`src/design/tbsr_consts.svh`:
```
// constants for the trace buffer store and readout block
//
// Functional notes
// - detail mode records address and data of accesses
// - detail skips free and opcode fetch cycles
// - pure pc stores every executed opcode address
// - detail record uses address line then data line
// - detail record advances valid line counter twice
// - byte access: low data byte, high zero
// - word: lower address byte into byte1
// - line is 4+8+8 bits, data field2 zero
// - detail field2: size, direction, address 17:16
// - size flag 0 word, 1 byte
// - direction flag 0 write, 1 read
// - cof field2 bit3: 0 source, 1 destination
// - vector bit set forces destination bit set
// - cof and pure pc carry pc 17:16
// - readable only disarmed, source enabled, unsecured
// - arming locks buffer against reading
// - aligned word write while disarmed unlocks buffer
// - byte or misaligned reads return zero, pointer kept
// - fifo readout, count never decrements on read
// - read pointer starts at oldest entry
// - high half write restarts readout at oldest
// - first word fields 1,0; second word field2
// - read while armed: no pointer movement
// - begin trigger keeps capturing until 64 lines
// - reset keeps contents and valid line counter
// - source disabled: reads return zeroes
`ifndef TBSR_CONSTS_SVH
`define TBSR_CONSTS_SVH

// ==========================================================
// buffer geometry
`define TBSR_LINE_W      20
`define TBSR_DEPTH       64
`define TBSR_PTR_W       6
`define TBSR_CNT_W       7
`define TBSR_CNT_FULL    7'h40
`define TBSR_PTR_LAST    6'h3f

// ==========================================================
// field positions inside one line
`define TBSR_F2_HI       19
`define TBSR_F2_LO       16
`define TBSR_F1_HI       15
`define TBSR_F0_LO       0

`endif

```
`src/design/tbsr_pkg.sv`:
```
// types shared by the trace buffer store and readout modules
package tbsr_pkg;

    // ==========================================================
    // trace mode selection
    typedef enum logic [1:0] {
        TBSR_MODE_NORMAL,
        TBSR_MODE_LOOP,
        TBSR_MODE_DETAIL,
        TBSR_MODE_PURE_PC
    } tbsr_mode_e;

    // one stored buffer line
    typedef logic [19:0] tbsr_line_t;

endpackage

```
`src/design/tbsr_line_if.sv`:
```
// line stream with valid and ready between the block's own modules
`timescale 1ns/1ps
interface tbsr_line_if;
    import tbsr_pkg::*;
    logic       valid;
    logic       ready;
    tbsr_line_t line;

    modport source (output valid, output line, input ready);
    modport sink   (input valid, input line, output ready);
endinterface

```
`src/design/tbsr_skid_buf.sv`:
```
// two-entry line buffer between capture formatting and the trace memory
`timescale 1ns/1ps
module tbsr_skid_buf
    import tbsr_pkg::*;
(
    input  wire logic clk,
    input  wire logic rst,
    tbsr_line_if.sink up,
    tbsr_line_if.source dn
);
    tbsr_line_t slot_reg [2];
    tbsr_line_t slot_next [2];
    logic       head_reg, head_next;
    logic [1:0] fill_reg, fill_next;
    logic       push, pop;

    // honest flags straight from the fill level
    assign up.ready = (fill_reg != 2'h2);
    assign dn.valid = (fill_reg != 2'h0);
    assign dn.line  = slot_reg[head_reg];
    assign push     = up.valid & up.ready;
    assign pop      = dn.valid & dn.ready;

    // slot written is the head when empty, else the one behind it
    always_comb
    begin
        slot_next = slot_reg;
        head_next = head_reg ^ pop;
        fill_next = fill_reg + {1'b0, push} - {1'b0, pop};
        if (push)
        begin
            slot_next[head_reg ^ fill_reg[0]] = up.line;
        end
    end

    always_ff @(posedge clk)
    begin
        slot_reg <= slot_next;
        if (rst)
        begin
            head_reg <= 1'b0;
            fill_reg <= 2'h0;
        end
        else
        begin
            head_reg <= head_next;
            fill_reg <= fill_next;
        end
    end
endmodule

```
`src/design/tbsr_line_ram.sv`:
```
// trace line memory, one write port and one asynchronous read port
`timescale 1ns/1ps
`include "tbsr_consts.svh"
module tbsr_line_ram
    import tbsr_pkg::*;
(
    input  wire logic                   clk,
    input  wire logic                   wr_en,
    input  wire logic [`TBSR_PTR_W-1:0] wr_addr,
    input  wire tbsr_line_t             wr_line,
    input  wire logic [`TBSR_PTR_W-1:0] rd_addr,
    output tbsr_line_t                  rd_line
);
    tbsr_line_t mem [`TBSR_DEPTH];

    // no reset on purpose: lines survive a system reset
    always_ff @(posedge clk)
    begin
        if (wr_en)
        begin
            mem[wr_addr] <= wr_line;
        end
    end

    assign rd_line = mem[rd_addr];
endmodule

```
`src/design/tbsr_trace_top.sv`:
```
// trace capture, line formatting, locking and word readout of the debug trace unit
`timescale 1ns/1ps
`include "tbsr_consts.svh"
module tbsr_trace_top
    import tbsr_pkg::*;
(
    input  wire logic                    CLOCK,
    input  wire logic                    SYS_RST,
    // trace configuration
    input  wire tbsr_pkg::tbsr_mode_e    TRACE_MODE,
    input  wire logic                    TRACE_SOURCE_ENABLE,
    input  wire logic                    ALIGN_BEGIN,
    input  wire logic                    SECURED,
    // arm control and trigger from the sequencer
    input  wire logic                    ARM_SET,
    input  wire logic                    ARM_CLEAR,
    input  wire logic                    TRIGGER,
    // cpu bus cycle for detail mode
    input  wire logic                    BUS_VALID,
    input  wire logic                    BUS_FREE,
    input  wire logic                    BUS_OPFETCH,
    input  wire logic [17:0]             BUS_ADDR,
    input  wire logic                    BUS_BYTE,
    input  wire logic                    BUS_READ,
    input  wire logic [7:0]              BUS_LOW_ADDR_BYTE,
    input  wire logic [7:0]              BUS_HIGH_ADDR_BYTE,
    // program counter events
    input  wire logic                    OPCODE_EXEC,
    input  wire logic                    COF_VALID,
    input  wire logic                    COF_DEST,
    input  wire logic                    COF_VECTOR,
    input  wire logic [17:0]             PC_ADDR,
    // trace buffer port access
    input  wire logic                    TB_RD,
    input  wire logic                    TB_WR,
    input  wire logic                    TB_WR_HIGH,
    input  wire logic                    TB_ALIGNED_WORD,
    output logic      [15:0]             TB_RDATA,
    output logic                         TB_RVALID,
    // status
    output logic      [`TBSR_CNT_W-1:0]  VALID_LINE_COUNT,
    output logic                         ARMED,
    output logic                         LOCKED,
    output logic                         OVERFLOW,
    output logic                         CAP_READY
);
    import tbsr_pkg::*;

    // ==========================================================
    // state registers
    logic                   armed_reg, armed_next;
    logic                   trig_reg, trig_next;
    logic                   locked_reg, locked_next;
    logic                   cap_ready_reg, cap_ready_next;
    logic                   pend_reg, pend_next;
    tbsr_line_t             pend_line_reg, pend_line_next;
    logic [`TBSR_CNT_W-1:0] push_cnt_reg, push_cnt_next;
    logic [`TBSR_CNT_W-1:0] cnt_reg, cnt_next;
    logic [`TBSR_PTR_W-1:0] wr_ptr_reg, wr_ptr_next;
    logic                   ovf_reg, ovf_next;
    logic [`TBSR_PTR_W-1:0] rd_ptr_reg, rd_ptr_next;
    logic                   rd_half_reg, rd_half_next;
    logic [15:0]            rdata_reg, rdata_next;
    logic                   rvalid_reg, rvalid_next;

    // ==========================================================
    // internal nets
    logic                   capturing;
    logic                   detail_hit;
    logic                   pc_hit;
    logic                   cof_mode;
    tbsr_line_t             addr_line;
    tbsr_line_t             data_line;
    tbsr_line_t             pc_line;
    logic                   fmt_take;
    logic                   mem_wr;
    logic [`TBSR_PTR_W-1:0] oldest;
    logic                   rd_ok;
    logic                   rd_take;
    logic                   wr_ok;
    tbsr_line_t             ram_line;

    tbsr_line_if fmt_s ();
    tbsr_line_if mem_s ();

    // ==========================================================
    // buffer and memory
    tbsr_skid_buf u_buf (
        .clk (CLOCK),
        .rst (SYS_RST),
        .up  (fmt_s.sink),
        .dn  (mem_s.source)
    );

    tbsr_line_ram u_ram (
        .clk     (CLOCK),
        .wr_en   (mem_wr),
        .wr_addr (wr_ptr_reg),
        .wr_line (mem_s.line),
        .rd_addr (rd_ptr_reg),
        .rd_line (ram_line)
    );

    // ==========================================================
    // capture qualification
    // begin alignment stores nothing before the trigger and stops at a full buffer
    assign capturing = armed_reg & TRACE_SOURCE_ENABLE
                     & (~ALIGN_BEGIN | (trig_reg & (push_cnt_reg < `TBSR_CNT_FULL)));
    assign cof_mode  = (TRACE_MODE == TBSR_MODE_NORMAL) | (TRACE_MODE == TBSR_MODE_LOOP);

    // free and opcode fetch cycles carry nothing worth tracing
    assign detail_hit = (TRACE_MODE == TBSR_MODE_DETAIL)
                      & BUS_VALID & ~BUS_FREE & ~BUS_OPFETCH;
    assign pc_hit     = ((TRACE_MODE == TBSR_MODE_PURE_PC) & OPCODE_EXEC)
                      | (cof_mode & COF_VALID);

    // ==========================================================
    // line formats
    // address line: size flag, direction flag, address 17:16, then middle and low bytes
    assign addr_line = {BUS_BYTE,
                        BUS_READ,
                        BUS_ADDR[17:16],
                        BUS_ADDR[15:0]};

    // data line: field2 zero; a byte sits low, a word puts the lower address high
    assign data_line = BUS_BYTE
                     ? {4'h0, 8'h00, BUS_LOW_ADDR_BYTE}
                     : {4'h0, BUS_LOW_ADDR_BYTE, BUS_HIGH_ADDR_BYTE};

    // same line for normal, loop and pure pc; flags only mean something in cof modes
    assign pc_line = {cof_mode & (COF_DEST | COF_VECTOR),
                      cof_mode & COF_VECTOR,
                      PC_ADDR[17:16],
                      PC_ADDR[15:0]};

    // ==========================================================
    // formatter towards the buffer
    // a pending data line goes first; a new hit while it waits is dropped
    assign fmt_s.valid = pend_reg | (capturing & (detail_hit | pc_hit));
    assign fmt_s.line  = pend_reg ? pend_line_reg
                       : (detail_hit ? addr_line : pc_line);
    assign fmt_take    = fmt_s.valid & fmt_s.ready;

    // ==========================================================
    // memory write side
    // the drain stalls for a readout access so the buffer really fills
    assign rd_ok       = ~armed_reg & TRACE_SOURCE_ENABLE & ~SECURED
                       & ~locked_reg & TB_ALIGNED_WORD;
    assign rd_take     = TB_RD & rd_ok;
    assign mem_s.ready = ~rd_take;
    assign mem_wr      = mem_s.valid & mem_s.ready;
    assign oldest      = ovf_reg ? wr_ptr_reg : {`TBSR_PTR_W{1'b0}};
    assign wr_ok       = TB_WR & TB_ALIGNED_WORD & ~armed_reg & ~ARM_SET;

    // ==========================================================
    // arm, trigger and lock state
    always_comb
    begin
        armed_next  = armed_reg;
        trig_next   = trig_reg;
        locked_next = locked_reg;
        if (ARM_SET)
        begin
            armed_next  = 1'b1;
            trig_next   = 1'b0;
            locked_next = 1'b1;
        end
        else
        begin
            if (ARM_CLEAR)
            begin
                armed_next = 1'b0;
            end
            else if (armed_reg & TRIGGER)
            begin
                // end alignment stops at the trigger, begin alignment starts there
                if (ALIGN_BEGIN)
                begin
                    trig_next = 1'b1;
                end
                else
                begin
                    armed_next = 1'b0;
                end
            end
            // full check stands apart so a late trigger cannot mask it
            if (armed_reg & ALIGN_BEGIN & mem_wr
                & (cnt_reg == `TBSR_CNT_FULL - 7'h01))
            begin
                armed_next = 1'b0;
            end
            if (wr_ok)
            begin
                locked_next = 1'b0;
            end
        end
    end

    // ==========================================================
    // formatter state
    always_comb
    begin
        pend_next      = pend_reg;
        pend_line_next = pend_line_reg;
        push_cnt_next  = push_cnt_reg;
        if (fmt_take)
        begin
            push_cnt_next = push_cnt_reg + 7'h01;
        end
        if (pend_reg)
        begin
            if (fmt_s.ready)
            begin
                pend_next = 1'b0;
            end
        end
        else if (fmt_take & detail_hit)
        begin
            // address line went in, the data line follows next
            pend_next      = 1'b1;
            pend_line_next = data_line;
        end
        if (ARM_SET)
        begin
            push_cnt_next = {`TBSR_CNT_W{1'b0}};
            pend_next     = 1'b0;
        end
        cap_ready_next = ~pend_next & fmt_s.ready;
    end

    // ==========================================================
    // write pointer, valid line counter and overflow
    always_comb
    begin
        wr_ptr_next = wr_ptr_reg;
        cnt_next    = cnt_reg;
        ovf_next    = ovf_reg;
        if (mem_wr)
        begin
            // each line counts, so a detail record advances the count twice
            wr_ptr_next = wr_ptr_reg + 6'h01;
            if (cnt_reg != `TBSR_CNT_FULL)
            begin
                cnt_next = cnt_reg + 7'h01;
            end
            if (wr_ptr_reg == `TBSR_PTR_LAST)
            begin
                ovf_next = 1'b1;
            end
        end
        if (ARM_SET)
        begin
            wr_ptr_next = {`TBSR_PTR_W{1'b0}};
            cnt_next    = {`TBSR_CNT_W{1'b0}};
            ovf_next    = 1'b0;
        end
    end

    // ==========================================================
    // readout pointer and read data
    always_comb
    begin
        rd_ptr_next  = rd_ptr_reg;
        rd_half_next = rd_half_reg;
        rdata_next   = 16'h0000;
        rvalid_next  = TB_RD;
        if (wr_ok & (TB_WR_HIGH | locked_reg))
        begin
            // unlocking and every high half write restart at the oldest line
            rd_ptr_next  = oldest;
            rd_half_next = 1'b0;
        end
        else if (rd_take)
        begin
            // low word first, then field2; the count is left alone
            rdata_next = rd_half_reg
                       ? {12'h000, ram_line[`TBSR_F2_HI:`TBSR_F2_LO]}
                       : ram_line[`TBSR_F1_HI:`TBSR_F0_LO];
            rd_half_next = ~rd_half_reg;
            if (rd_half_reg)
            begin
                rd_ptr_next = rd_ptr_reg + 6'h01;
            end
        end
        // armed, locked, secured or misaligned reads leave zero and a still pointer
        if (~rd_take)
        begin
            rdata_next = 16'h0000;
        end
    end

    // ==========================================================
    // registers with reset
    always_ff @(posedge CLOCK)
    begin
        if (SYS_RST)
        begin
            armed_reg     <= 1'b0;
            trig_reg      <= 1'b0;
            locked_reg    <= 1'b1;
            cap_ready_reg <= 1'b0;
            pend_reg      <= 1'b0;
            pend_line_reg <= '0;
            push_cnt_reg  <= {`TBSR_CNT_W{1'b0}};
            rd_half_reg   <= 1'b0;
            rdata_reg     <= 16'h0000;
            rvalid_reg    <= 1'b0;
        end
        else
        begin
            armed_reg     <= armed_next;
            trig_reg      <= trig_next;
            locked_reg    <= locked_next;
            cap_ready_reg <= cap_ready_next;
            pend_reg      <= pend_next;
            pend_line_reg <= pend_line_next;
            push_cnt_reg  <= push_cnt_next;
            rd_half_reg   <= rd_half_next;
            rdata_reg     <= rdata_next;
            rvalid_reg    <= rvalid_next;
        end
    end

    // ==========================================================
    // registers kept across system reset
    // trace session survives reset; only arming starts a fresh one
    always_ff @(posedge CLOCK)
    begin
        wr_ptr_reg <= wr_ptr_next;
        cnt_reg    <= cnt_next;
        ovf_reg    <= ovf_next;
        rd_ptr_reg <= rd_ptr_next;
    end

    // ==========================================================
    // outputs, all from flip-flops
    assign TB_RDATA         = rdata_reg;
    assign TB_RVALID        = rvalid_reg;
    assign VALID_LINE_COUNT = cnt_reg;
    assign ARMED            = armed_reg;
    assign LOCKED           = locked_reg;
    assign OVERFLOW         = ovf_reg;
    assign CAP_READY        = cap_ready_reg;
endmodule

```
`config.mk`:
```
export PLATFORM = sky130hd
export DESIGN_NAME = tbsr_trace_top
export DESIGN_NICKNAME = d
export VERILOG_FILES = /design/src/design/tbsr_pkg.sv /design/src/design/tbsr_line_if.sv /design/src/design/tbsr_skid_buf.sv /design/src/design/tbsr_line_ram.sv /design/src/design/tbsr_trace_top.sv
export VERILOG_INCLUDE_DIRS = /design/src /design/src/design
export SDC_FILE = /design/constraint.sdc
export NUM_CORES = 1
export LEC_CHECK = 0
export BUFFER_PORTS_ARGS = -buffer_cell sky130_fd_sc_hd__buf_2
export CELL_PAD_IN_SITES_DETAIL_PLACEMENT = 1
export CELL_PAD_IN_SITES_GLOBAL_PLACEMENT = 1
export CORE_ASPECT_RATIO = 1.75
export CORE_UTILIZATION = 39
export DETAILED_ROUTE_END_ITERATION = 10
export PLACE_DENSITY_LB_ADDON = 0.1
export SLEW_MARGIN = 15
export SYNTH_ARGS = -nofsm -noshare
export SYNTH_HDL_FRONTEND = slang
export SYNTH_HIERARCHICAL = 1
export SYNTH_SLANG_ARGS = --single-unit
```
`constraint.sdc`:
```
create_clock -name CLOCK -period 8.95 [get_ports CLOCK]
set_input_delay 1.79 -clock CLOCK [delete_from_list [all_inputs] [get_ports CLOCK]]
set_output_delay 1.79 -clock CLOCK [all_outputs]
set_load 0.02 [all_outputs]
```
## Word-level counts from Yosys, hierarchy flattened

Memories as Yosys holds them, arrays and structs flattened. A register that Yosys moved wholly into a read port is not among the register bits.
Cells that the tools add are included.

- Add/sub/neg operators: 6
- Multiply operators: 0
- Div/mod/pow operators: 0
- Order comparisons: 4
- Eq/ne operators: 8
- Shift-type cells: 0
- Mux-type cells: 26
- Bitwise operators: 51
- Reductions and logical operators: 16

Operator list:

| cell | count |
|---|---|
| 20-bit 2-to-1 mux | 6 |
| 40-bit bitwise mux | 1 |
| 6-bit 2-to-1 mux | 5 |
| 1-bit bitwise AND | 28 |
| 20-bit demux with 1-bit select | 1 |
| 16-bit 2-to-1 mux | 1 |
| 7-bit by 1-bit adder with 7-bit output, second input constant | 2 |
| 6-bit by 1-bit adder with 6-bit output, second input constant | 2 |
| 1-bit NOT | 12 |
| 1-bit 2-to-1 mux | 11 |
| 2-bit AND reduction | 5 |
| 7-bit by 6-bit == test with 1-bit output, second input constant | 1 |
| 7-bit less-than comparator, second input constant | 1 |
| 7-bit != test, second input constant | 1 |
| 1-bit bitwise OR | 7 |
| 6-bit == test, second input constant | 1 |
| 2-bit nonzero test | 3 |
| 2-bit == test, second input constant | 2 |
| 2-bit greater-or-equal comparator, second input constant | 2 |
| 4-bit 2-to-1 mux | 1 |
| 4-bit by 1-bit != test with 1-bit output, second input constant | 1 |
| 1-bit NOT with 2-bit output | 2 |
| 4-bit nonzero test | 1 |
| 2-bit OR reduction | 2 |
| other kinds (11) | 12 |

- Register bits: 113
- Bits in latches: 0
- Bits in writable memories: 1280
- Bits in read-only memories: 0
- Input bits: 75
- Output and inout bits: 28
- Logic and storage cells: 131
- Memories kept: 1

Memory list:

| name | words | width | rd ports | clocked after memory_dff | write ports | line | RTL |
|---|---|---|---|---|---|---|---|
| u_ram.mem | 64 | 20 | 1 | 1 | 1 | tbsr_line_ram.sv:14 | `` tbsr_line_t mem [`TBSR_DEPTH]; `` |

## Logic depth before layout (Yosys ltp)

Gate-level depths: netlist of run 1.

- Depth in word-level cells: 14
- Gate-level depth with buffers: 12
- Depth with buffers taken out: 9

## Cells and area by module

The synthesis of run 1 kept the hierarchy.

By module, submodules not included:

| module | times used | cells an instance | area an instance (µm²) | seq. area each (µm²) |
|---|---|---|---|---|
| tbsr_line_ram | 1 | 2223 | 49094.6 | 38436.9 |
| tbsr_trace_top | 1 | 365 | 3196.8 | 1381.3 |
| tbsr_skid_buf | 1 | 85 | 1739.2 | 1261.2 |

## Worst setup path after synthesis of run 1

OpenSTA, ideal clock, no wires.

- Path kind: input to register
- Start point: input SECURED
- End point: memory u_ram/mem[49][0] (netlist name) (enable)
- Library setup time: 422 ps
- Data arrival time: 4048 ps
- Required time: 8528 ps
- Slack: 4480 ps
- Cell stages on the path: 5
- Buffers on the path: 0
- Cells stage by stage: and4bb_4 a21bo_2 inv_2 nand4_1 nor3_1

- Cells in the longest elaborated chain, start to end: 9

Ends and longest elaborated chain:

| what | line | RTL |
|---|---|---|
| from (decl) | tbsr_trace_top.sv:13 | `input wire logic SECURED,` |
| 1-bit NOT | tbsr_trace_top.sv:147 | `assign rd_ok = ~armed_reg & TRACE_SOURCE_ENABLE & ~SECURED` |
| 1-bit bitwise AND | tbsr_trace_top.sv:147 |  |
| 1-bit bitwise AND (2 in a row) | tbsr_trace_top.sv:148 | `& ~locked_reg & TB_ALIGNED_WORD;` |
| 1-bit bitwise AND | tbsr_trace_top.sv:149 | `assign rd_take = TB_RD & rd_ok;` |
| 1-bit NOT (no line) | - |  |
| 1-bit bitwise AND | tbsr_trace_top.sv:151 | `assign mem_wr = mem_s.valid & mem_s.ready;` |
| via mem_wr | tbsr_trace_top.sv:76 | `logic mem_wr;` |
| 1-bit 2-to-1 mux | tbsr_line_ram.sv:19 | `if (wr_en)` |
| 1-bit 2-to-1 mux (not written as such) | tbsr_line_ram.sv:21 | `mem[wr_addr] <= wr_line;` |
| to (decl) | tbsr_line_ram.sv:14 |  |

The timed path passes the listed nets, and every way through them passes these cells.

## Final worst setup path of run 1

- Start point: input TRACE_SOURCE_ENABLE
- End point: memory u_ram/mem[30][18] (netlist name) (enable)

- Cells in the longest elaborated chain, start to end: 9

Ends and longest elaborated chain:

| what | line | RTL |
|---|---|---|
| from (decl) | tbsr_trace_top.sv:11 | `input wire logic TRACE_SOURCE_ENABLE,` |
| 1-bit bitwise AND (2 in a row) | tbsr_trace_top.sv:147 |  |
| 1-bit bitwise AND (2 in a row) | tbsr_trace_top.sv:148 |  |
| 1-bit bitwise AND | tbsr_trace_top.sv:149 |  |
| 1-bit NOT (no line) | - |  |
| 1-bit bitwise AND | tbsr_trace_top.sv:151 |  |
| via mem_wr | tbsr_trace_top.sv:76 |  |
| 1-bit 2-to-1 mux | tbsr_line_ram.sv:19 |  |
| 1-bit 2-to-1 mux (not written as such) | tbsr_line_ram.sv:21 |  |

The timed path passes the listed nets, and every way through them passes these cells.

==> impl_metrics.ini, run 1 <==
[pwr]
leakage_nw = 19.5
vdd_drop_max_uv = 181
pwr_density_cell_nw_per_um2 = 239

[route]
wl_met1_um = 54900
wl_met3_um = 5630
wl_per_cell_um = 31.9
ant_nets = 0
drt-initial-drc-count = 1858
vias_per_cell = 5.57
dr.pass1.iters = 5
topRoutingLayerUsed = met5
drc = 0
met2WireLength_um = 83000
wirelength_um = 151000
num_vias = 26400

[setup_path]
crit_arrival_ns = 5.29
path_delay_family = simple AND/OR/NAND/NOR gates
cp_max_fo = 20
worst_path_largest_cell_delay_ns = 1.26
path_buf_inv = 2
critPathLaunchType = input port
critPathCaptureType = register
slowest_stage = nor2_2
path_class = in2reg
critPathRequiredTime_ns = 9.31
critical_path.cell_chain = buf_2 > and4bb_4 > a21bo_2 > inv_2 > nor2b_1 > nand3_1 > nor2_2

[layout]
postLayoutCoreUtil = 0.444
nFillCells = 12800
largest_reg_flops = 1280
num-nets-final = 2892
multiInputGateArea_um2 = 12400
drive_above_1_share = 0.248
area_delta_synth_final_pct = 12.9
seq_area_um2 = 41100

[logic_synthesis]
yosys.area_share.simple = 0.0276
synth_fp_nets = 2755
synth_common_cells = edfxtp_1 (1,326), mux4_2 (264), mux2i_1 (213)
synth_top_flop_cell = edfxtp_1
synth.top_cells.by_area = edfxtp_1 (74%), mux4_2 (11%), mux2i_1 (3.9%)
yosysMostFrequentCell = edfxtp_1
synthAdderAreaFrac = 0.00162
synthCells = 2673
synth_warnings = 6
yosysTopAreaCell = edfxtp_1
synth.avg_cell_area_um2 = 20.2
synth-xor-area-share = 0.00301
synth_top_area_frac = 0.737
synthDistinctLibCells = 61
synth_area_um2 = 54000
synth_edf_count = 1326
ys_seq_area_frac = 0.760
synth_compound_area_frac = 0.0352
async_flop_share = 0
synth-seq-cells = 1389
synth.area.mux_share = 0.156
synth_top_family_by_area = multiplexers

[sta]
relSlewSlack = 0.144
rsz0062_at_grt = false
drv_slew = 0
finClkSkew_ns = 0.0279
finalSetupTns_ns = 0
final.min_clock_period_ns = 4.93
fmax_mhz = 203
finalCritPeriodShare = 0.551
tightest_slew_ns = 1.28
hold_ws_ns = 0.459
hold_viol = 0
setup_viol = 0

[floorplanning]
core_area_um2 = 137000
die_h_um = 494
dieArea_um2 = 140000
pin_count = 103
die_x_um = 283
start_util = 0.393
rows = 180

[clock_network]
cts_sinks = 1389
htree_levels = 4
cts_root_buf = clkbuf_16
cts.reportedPaths.clkPinSlew_ns = 0.07
numCtsBuffers = 132
insertion_delay_ns = 0.76
cts_setup_buffers = 0
hold_buffers = 0
cts.path.max_buffers = 3
cts_tree = yes
cts_resized = 0

[global_route]
grt_pass1_wl_um = 212000
grt.overflow.total = 0
grt_pass1_vias = 28300
grt_antenna_before_repair = 5
gr-usage-all-layers = 0.217
grt_max_degree = 114

[placed_design]
place_hpwl_um = 92700
io_buffers = 102
globalplace.congestion = 0.809

[run]
drv_cap = 0

[worst_hold_path]
min_path_type = reg2reg

[status]
status = completed
==> routing by layer <==
metal / vias up / GRT usage
met3: 231 / 0.0351
li1: 11300 / -
met4: 2 / 0.107
met2: 627 / 0.402
met1: 14200 / 0.239
met5: - / 0
==> cell usage in the layout, fill, tap and decap left out, drive strengths merged, types with 59 or more instances in the layout <==
cell type  instances
a22oi             64
buf              153
clkbuf           159
dfxtp             63
edfxtp          1326
mux2i            213
mux4             264
nand2             62
nor2             113
o21ai             59
==> per-stage QoR <==
stage / instances / area [um2] / power [W] / setup WS, ns
after floorplan: 2673 / 54000 / 0.00847 / 4.48
after global placement: 4496 / 56600 / 0.00916 / 3.37
after detailed placement: 4496 / 56600 / 0.00923 / 3.25
after CTS: 4729 / 60900 / 0.0148 / 4.09
after global routing: 4730 / 61000 / 0.0150 / 3.98
final: 4734 / 61000 / 0.0146 / 4.02
==> kinds of logic after synthesis <==
group / Yosys count
xor gates and xnor gates: 17
AOI/OAI and AO/OA: 292
and+or+nand+nor: 304
buffers and inverters: 160
DFF: 1389
adders and majority gates: 7
muxes: 504
==> path summary, 6_finish.rpt <==
| path | from | to | slack (ns) | depth (start not counted) |
|---|---|---|---|---|
| setup / recovery | TRACE_SOURCE_ENABLE | u_ram/mem[30][18] | 4.02 | 7 |
| hold reg to reg | pend_line_reg[14] | pend_line_reg[14] | 0.46 | 2 |
| setup reg to reg | LOCKED | u_ram/mem[30][18] | 4.79 | 6 |
| hold / removal | pend_line_reg[14] | pend_line_reg[14] | 0.46 | 2 |
==> report_power, final <==
part,total [W],internal [W],switching [W]
combinational,0.00132,0.000250,0.00107
clock,0.00557,0.00315,0.00242
sequential,0.00772,0.00767,0.0000472
==> layout make-up <==
type | instances | share of cell area
Clock buffer | 159 | 0.0582
Sequential cell | 1389 | 0.674
Antenna cell | 5 | 0.000205
Tap cell | 1820 | 0.0373
Inverter | 10 | 0.000616
Timing Repair Buffer | 153 | 0.0155
Clock inverter | 74 | 0.0110
Multi-Input combinational cell | 1124 | 0.204
==> tightest hold or removal path: cells and delay by family, from the launching register on <==
family / cells / cell delay, ns
AO/OA/AOI/OAI: 1 / 0.05
flip-flops: 1 / 0.31
AND/OR/NAND/NOR: 1 / 0.05
Note: power is estimated with default switching activity, not from simulation.
==> inputs of run 2 (changes only) <==
Clock period 8.95 ns to 5.1 ns, I/O delays scaled along.
==> impl_metrics.ini, run 2 (same netlist as run 1, synthesis figures left out) <==
[layout]
drive_above_1_share = 0.257
largest_reg_flops = 1280
layout_common_cells = edfxtp_1 (1,326), mux4_2 (264), mux2i_1 (213)
area_delta_synth_final_pct = 13.4
num-nets-final = 2945
layout_commonest_cell = edfxtp_1

[clock_network]
insertion_delay_ns = 0.76
cts_resized = 0
cts_root_buf = clkbuf_16
htree_levels = 4
cts.path.max_buffers = 3
cts.reportedPaths.clkPinSlew_ns = 0.06
numCtsBuffers = 133
hold_buffers = 0
cts_setup_buffers = 0
cts_sinks = 1389
cts_tree = yes

[setup_path]
cp_max_fo = 63
crit_start = rd_ptr_reg[2]
r2r-start = rd_ptr_reg[2]
critPathLaunchType = register
path_class = reg2reg
critPathCaptureType = register
crit_arrival_ns = 4.17
critPathRequiredTime_ns = 5.74

[route]
wirelength_um = 145000
vias_per_cell = 5.49
drt-initial-drc-count = 1807
dr.pass1.iters = 5
topRoutingLayerUsed = met4
num_vias = 26300
drc = 0
wl_per_cell_um = 30.3
wl_met1_um = 54200
wl_met3_um = 4430
ant_nets = 0
met2WireLength_um = 79800

[pwr]
leakage_nw = 19.8
vdd_drop_max_uv = 279
pwr_density_cell_nw_per_um2 = 414

[sta]
fmax_mhz = 283
relSlewSlack = 0.271
final.min_clock_period_ns = 3.53
setup_viol = 0
rsz0062_at_grt = false
hold_ws_ns = 0.453
drv_slew = 0
hold_viol = 0
finalSetupTns_ns = 0
finClkSkew_ns = 0.0227
tightest_slew_ns = 1.08
finalCritPeriodShare = 0.692
fin_ws_ns = 1.57

[floorplanning]
pin_count = 103
dieArea_um2 = 140000
core_area_um2 = 137000
start_util = 0.393
die_x_um = 283
die_h_um = 494
rows = 180

[global_route]
grt_pass1_vias = 28700
gr-usage-all-layers = 0.210
grt_max_degree = 123
grt.overflow.total = 0
grt_pass1_wl_um = 209000
grt_antenna_before_repair = 7

[worst_hold_path]
min_path_type = reg2reg
min_from = pend_line_reg[12]

[placed_design]
place_hpwl_um = 89900
io_buffers = 102
pre_cts_ws_ns = 1.12
globalplace.congestion = 0.812

[run]
drv_cap = 0

[status]
status = completed
## run 2: changes by cell type in the layout (fill, tap and decap cells not counted), moves of 4 or more
cell      delta
clkbuf_1    +10
nor2_2      +25
inv_6        +4
clkinv_1     +6
nor2_4      -25
buf_4       +49
## run 2: worst max-delay path, stage by stage (launching register included)
cell      delay, ns
edfxtp_1       0.73
buf_12         0.39
mux4_2         0.38
mux2i_1        0.56
a21o_1         0.47
o31ai_1        0.32
and3_1         0.31
and2_1         0.13
## run 2: final timing paths
check                 endpoint  cells after the start  slack [ns]
max                TB_RDATA[9]                      7        1.57
min reg2reg  pend_line_reg[12]                      2        0.45
max reg2reg        TB_RDATA[9]                      7        1.57
min          pend_line_reg[12]                      2        0.45
## run 2: final cells by class
type / count / area (um2)
antenna: 7 / 17.5
clock buffer: 167 / 3560
clock inverter: 76 / 624
fill: 12800 / 76100
inverter: 10 / 37.5
multi-input combinational: 1124 / 12300
sequential: 1389 / 41100
tap: 1820 / 2280
timing repair buffer: 205 / 1370
## run 2: layer usage
| layer | vias to the layer above | GRT usage |
|---|---|---|
| met2 | 563 | 0.392 |
| met5 | - | 0 |
| met4 | 0 | 0.0980 |
| met1 | 14200 | 0.238 |
| li1 | 11400 | - |
| met3 | 222 | 0.0268 |
## run 2: per-stage QoR
stage               cells  utilization  total power [W]  instance area, um2
CTS                  4791        0.446           0.0257               61200
global placement     4548        0.415           0.0159               57000
floorplan            2673            -           0.0149               54000
detailed placement   4548        0.415           0.0161               57000
global route         4796        0.446           0.0262               61200
finish               4798        0.446           0.0254               61300
## run 2: report_power, final
group          total (W)  switching [W]  internal (W)  leakage [nW]
Clock            0.00965        0.00427       0.00538          2.03
Sequential        0.0135      0.0000908        0.0135          12.4
Combinational    0.00216        0.00171      0.000457          5.33
Total             0.0254        0.00606        0.0193          19.8
==> inputs of run 3 (changes only) <==
Clock period 5.1 ns to 3.27 ns, I/O delays scaled along.
==> impl_metrics.ini, run 3 (same netlist as run 1, synthesis figures left out) <==
[clock_network]
cts.reportedPaths.clkPinSlew_ns = 0.07
numCtsBuffers = 131
cts_sinks = 1389
hold_buffers = 0
cts_root_buf = clkbuf_16
insertion_delay_ns = 0.75
htree_levels = 4
cts.path.max_buffers = 3
cts_tree = yes
cts_setup_buffers = 0
cts_resized = 0

[status]
status = completed

[layout]
largest_reg_flops = 1280
num-nets-final = 3030
area_delta_synth_final_pct = 16.0
fin_cells = 4876
layout_common_cells = edfxtp_1 (1,326), mux4_2 (264), mux2i_1 (213)
nFillCells = 12800
layout_commonest_cell = edfxtp_1
drive_above_1_share = 0.278

[route]
vias_per_cell = 5.52
dr.pass1.iters = 5
ant_nets = 0
num_vias = 26900
wl_per_cell_um = 30.8
drc = 0
wirelength_um = 150000
drt-initial-drc-count = 2108

[run]
drv_cap = 0

[floorplanning]
pin_count = 103
dieArea_um2 = 140000
die_h_um = 494
die_x_um = 283
core_area_um2 = 137000
start_util = 0.393
rows = 180

[setup_path]
path_class = reg2reg
cp_max_fo = 19
slowest_stage = o31ai_1
critical_path.cell_chain = buf_4 > nand3b_1 > o22ai_1 > o31ai_1 > and3_1 > mux2i_1 > nor2_1
path_buf_inv = 1
critPathLaunchType = register
path_delay_family = compound AO/OA/AOI/OAI gates
crit_arrival_ns = 3.92
rr_worst_depth = 7
worst_path_largest_cell_delay_ns = 1.00
critPathCaptureType = register
critPathRequiredTime_ns = 3.95
crit_cells = 7

[global_route]
grt_antenna_before_repair = 7
grt.overflow.total = 0
gr-usage-all-layers = 0.217
grt_max_degree = 68
grt_pass1_wl_um = 215000
grt_pass1_vias = 29600

[pwr]
leakage_nw = 20.4
p_total_w = 0.0396
vdd_drop_max_uv = 389
pwr_density_cell_nw_per_um2 = 631

[worst_hold_path]
hold_depth = 2
min_path_type = in2reg

[sta]
relSlewSlack = 0.209
setup_viol = 0
hold_viol = 0
rsz0062_at_grt = false
tightest_slew_ns = 1.18
final.min_clock_period_ns = 3.24
drv_slew = 0
finalCritPeriodShare = 0.990
fmax_mhz = 309
finClkSkew_ns = 0.0329

[placed_design]
place_hpwl_um = 94700
globalplace.congestion = 0.793
dp.cells = 4635
io_buffers = 102
## run 3: cell count changes in the layout (fill, tap and decap cells not counted), moves of 3 or more
cell / delta
clkinvlp_4: -6
buf_12: +71
clkinv_1: -13
inv_6: -4
diode_2: +3
clkbuf_1: +8
buf_4: +15
clkbuf_8: +5
## run 3: area by class of cell
cell class	instances	area (um2)	area share
repair buffers	292	2920	0.0465
flip-flops and latches	1389	41100	0.655
clock inverters	51	410	0.00655
multi-input cells	1124	12300	0.196
diodes	10	25.0	0.000399
well taps	1820	2280	0.0363
inverters	10	37.5	0.000599
clock buffers	180	3660	0.0584
## run 3: per-layer routing
metal | track usage | share of wire
met1 | 0.248 | 0.38
met2 | 0.405 | 0.55
met3 | 0.0265 | 0.034
met4 | 0.0914 | 0.042
met5 | 0 | 0
## run 3: path summary, 6_finish.rpt
path / from / to / slack (ns)
setup / recovery: rd_ptr_reg[4] / TB_RDATA[3] / 0.03
hold / removal: TB_RD / TB_RVALID / 0.15
hold reg to reg: pend_line_reg[13] / pend_line_reg[13] / 0.45
setup reg to reg: rd_ptr_reg[4] / TB_RDATA[3] / 0.03
## run 3: report_power, final
part	total, W	internal (W)	switching (W)
logic	0.00357	0.000969	0.00261
clock network	0.0149	0.00831	0.00655
registers	0.0211	0.0209	0.000176
total	0.0396	0.0302	0.00933
## run 3: through the flow
step	util	setup WS [ns]	cell area, um2	setup TNS [ns]	hold slack, ns
5_1_grt	0.456	0.00784	62700	0	0.148
4_1_cts	0.456	0.0459	62700	0	0.0728
3_3_place_gp	0.426	-0.708	58600	-0.787	0.445
3_5_place_dp	0.427	0.0726	58600	0	0.447
6_report	0.456	0.0327	62700	0	0.145
2_1_floorplan	-	0.195	54000	0	0.432
## run 3: worst reg2reg max path: cells and delay by family (launching register included)
family / cells / cell delay (ns)
flops: 1 / 0.46
simple gates: 3 / 0.99
compound gates: 2 / 1.34
buf+inv: 1 / 0.30
mux: 1 / 0.07
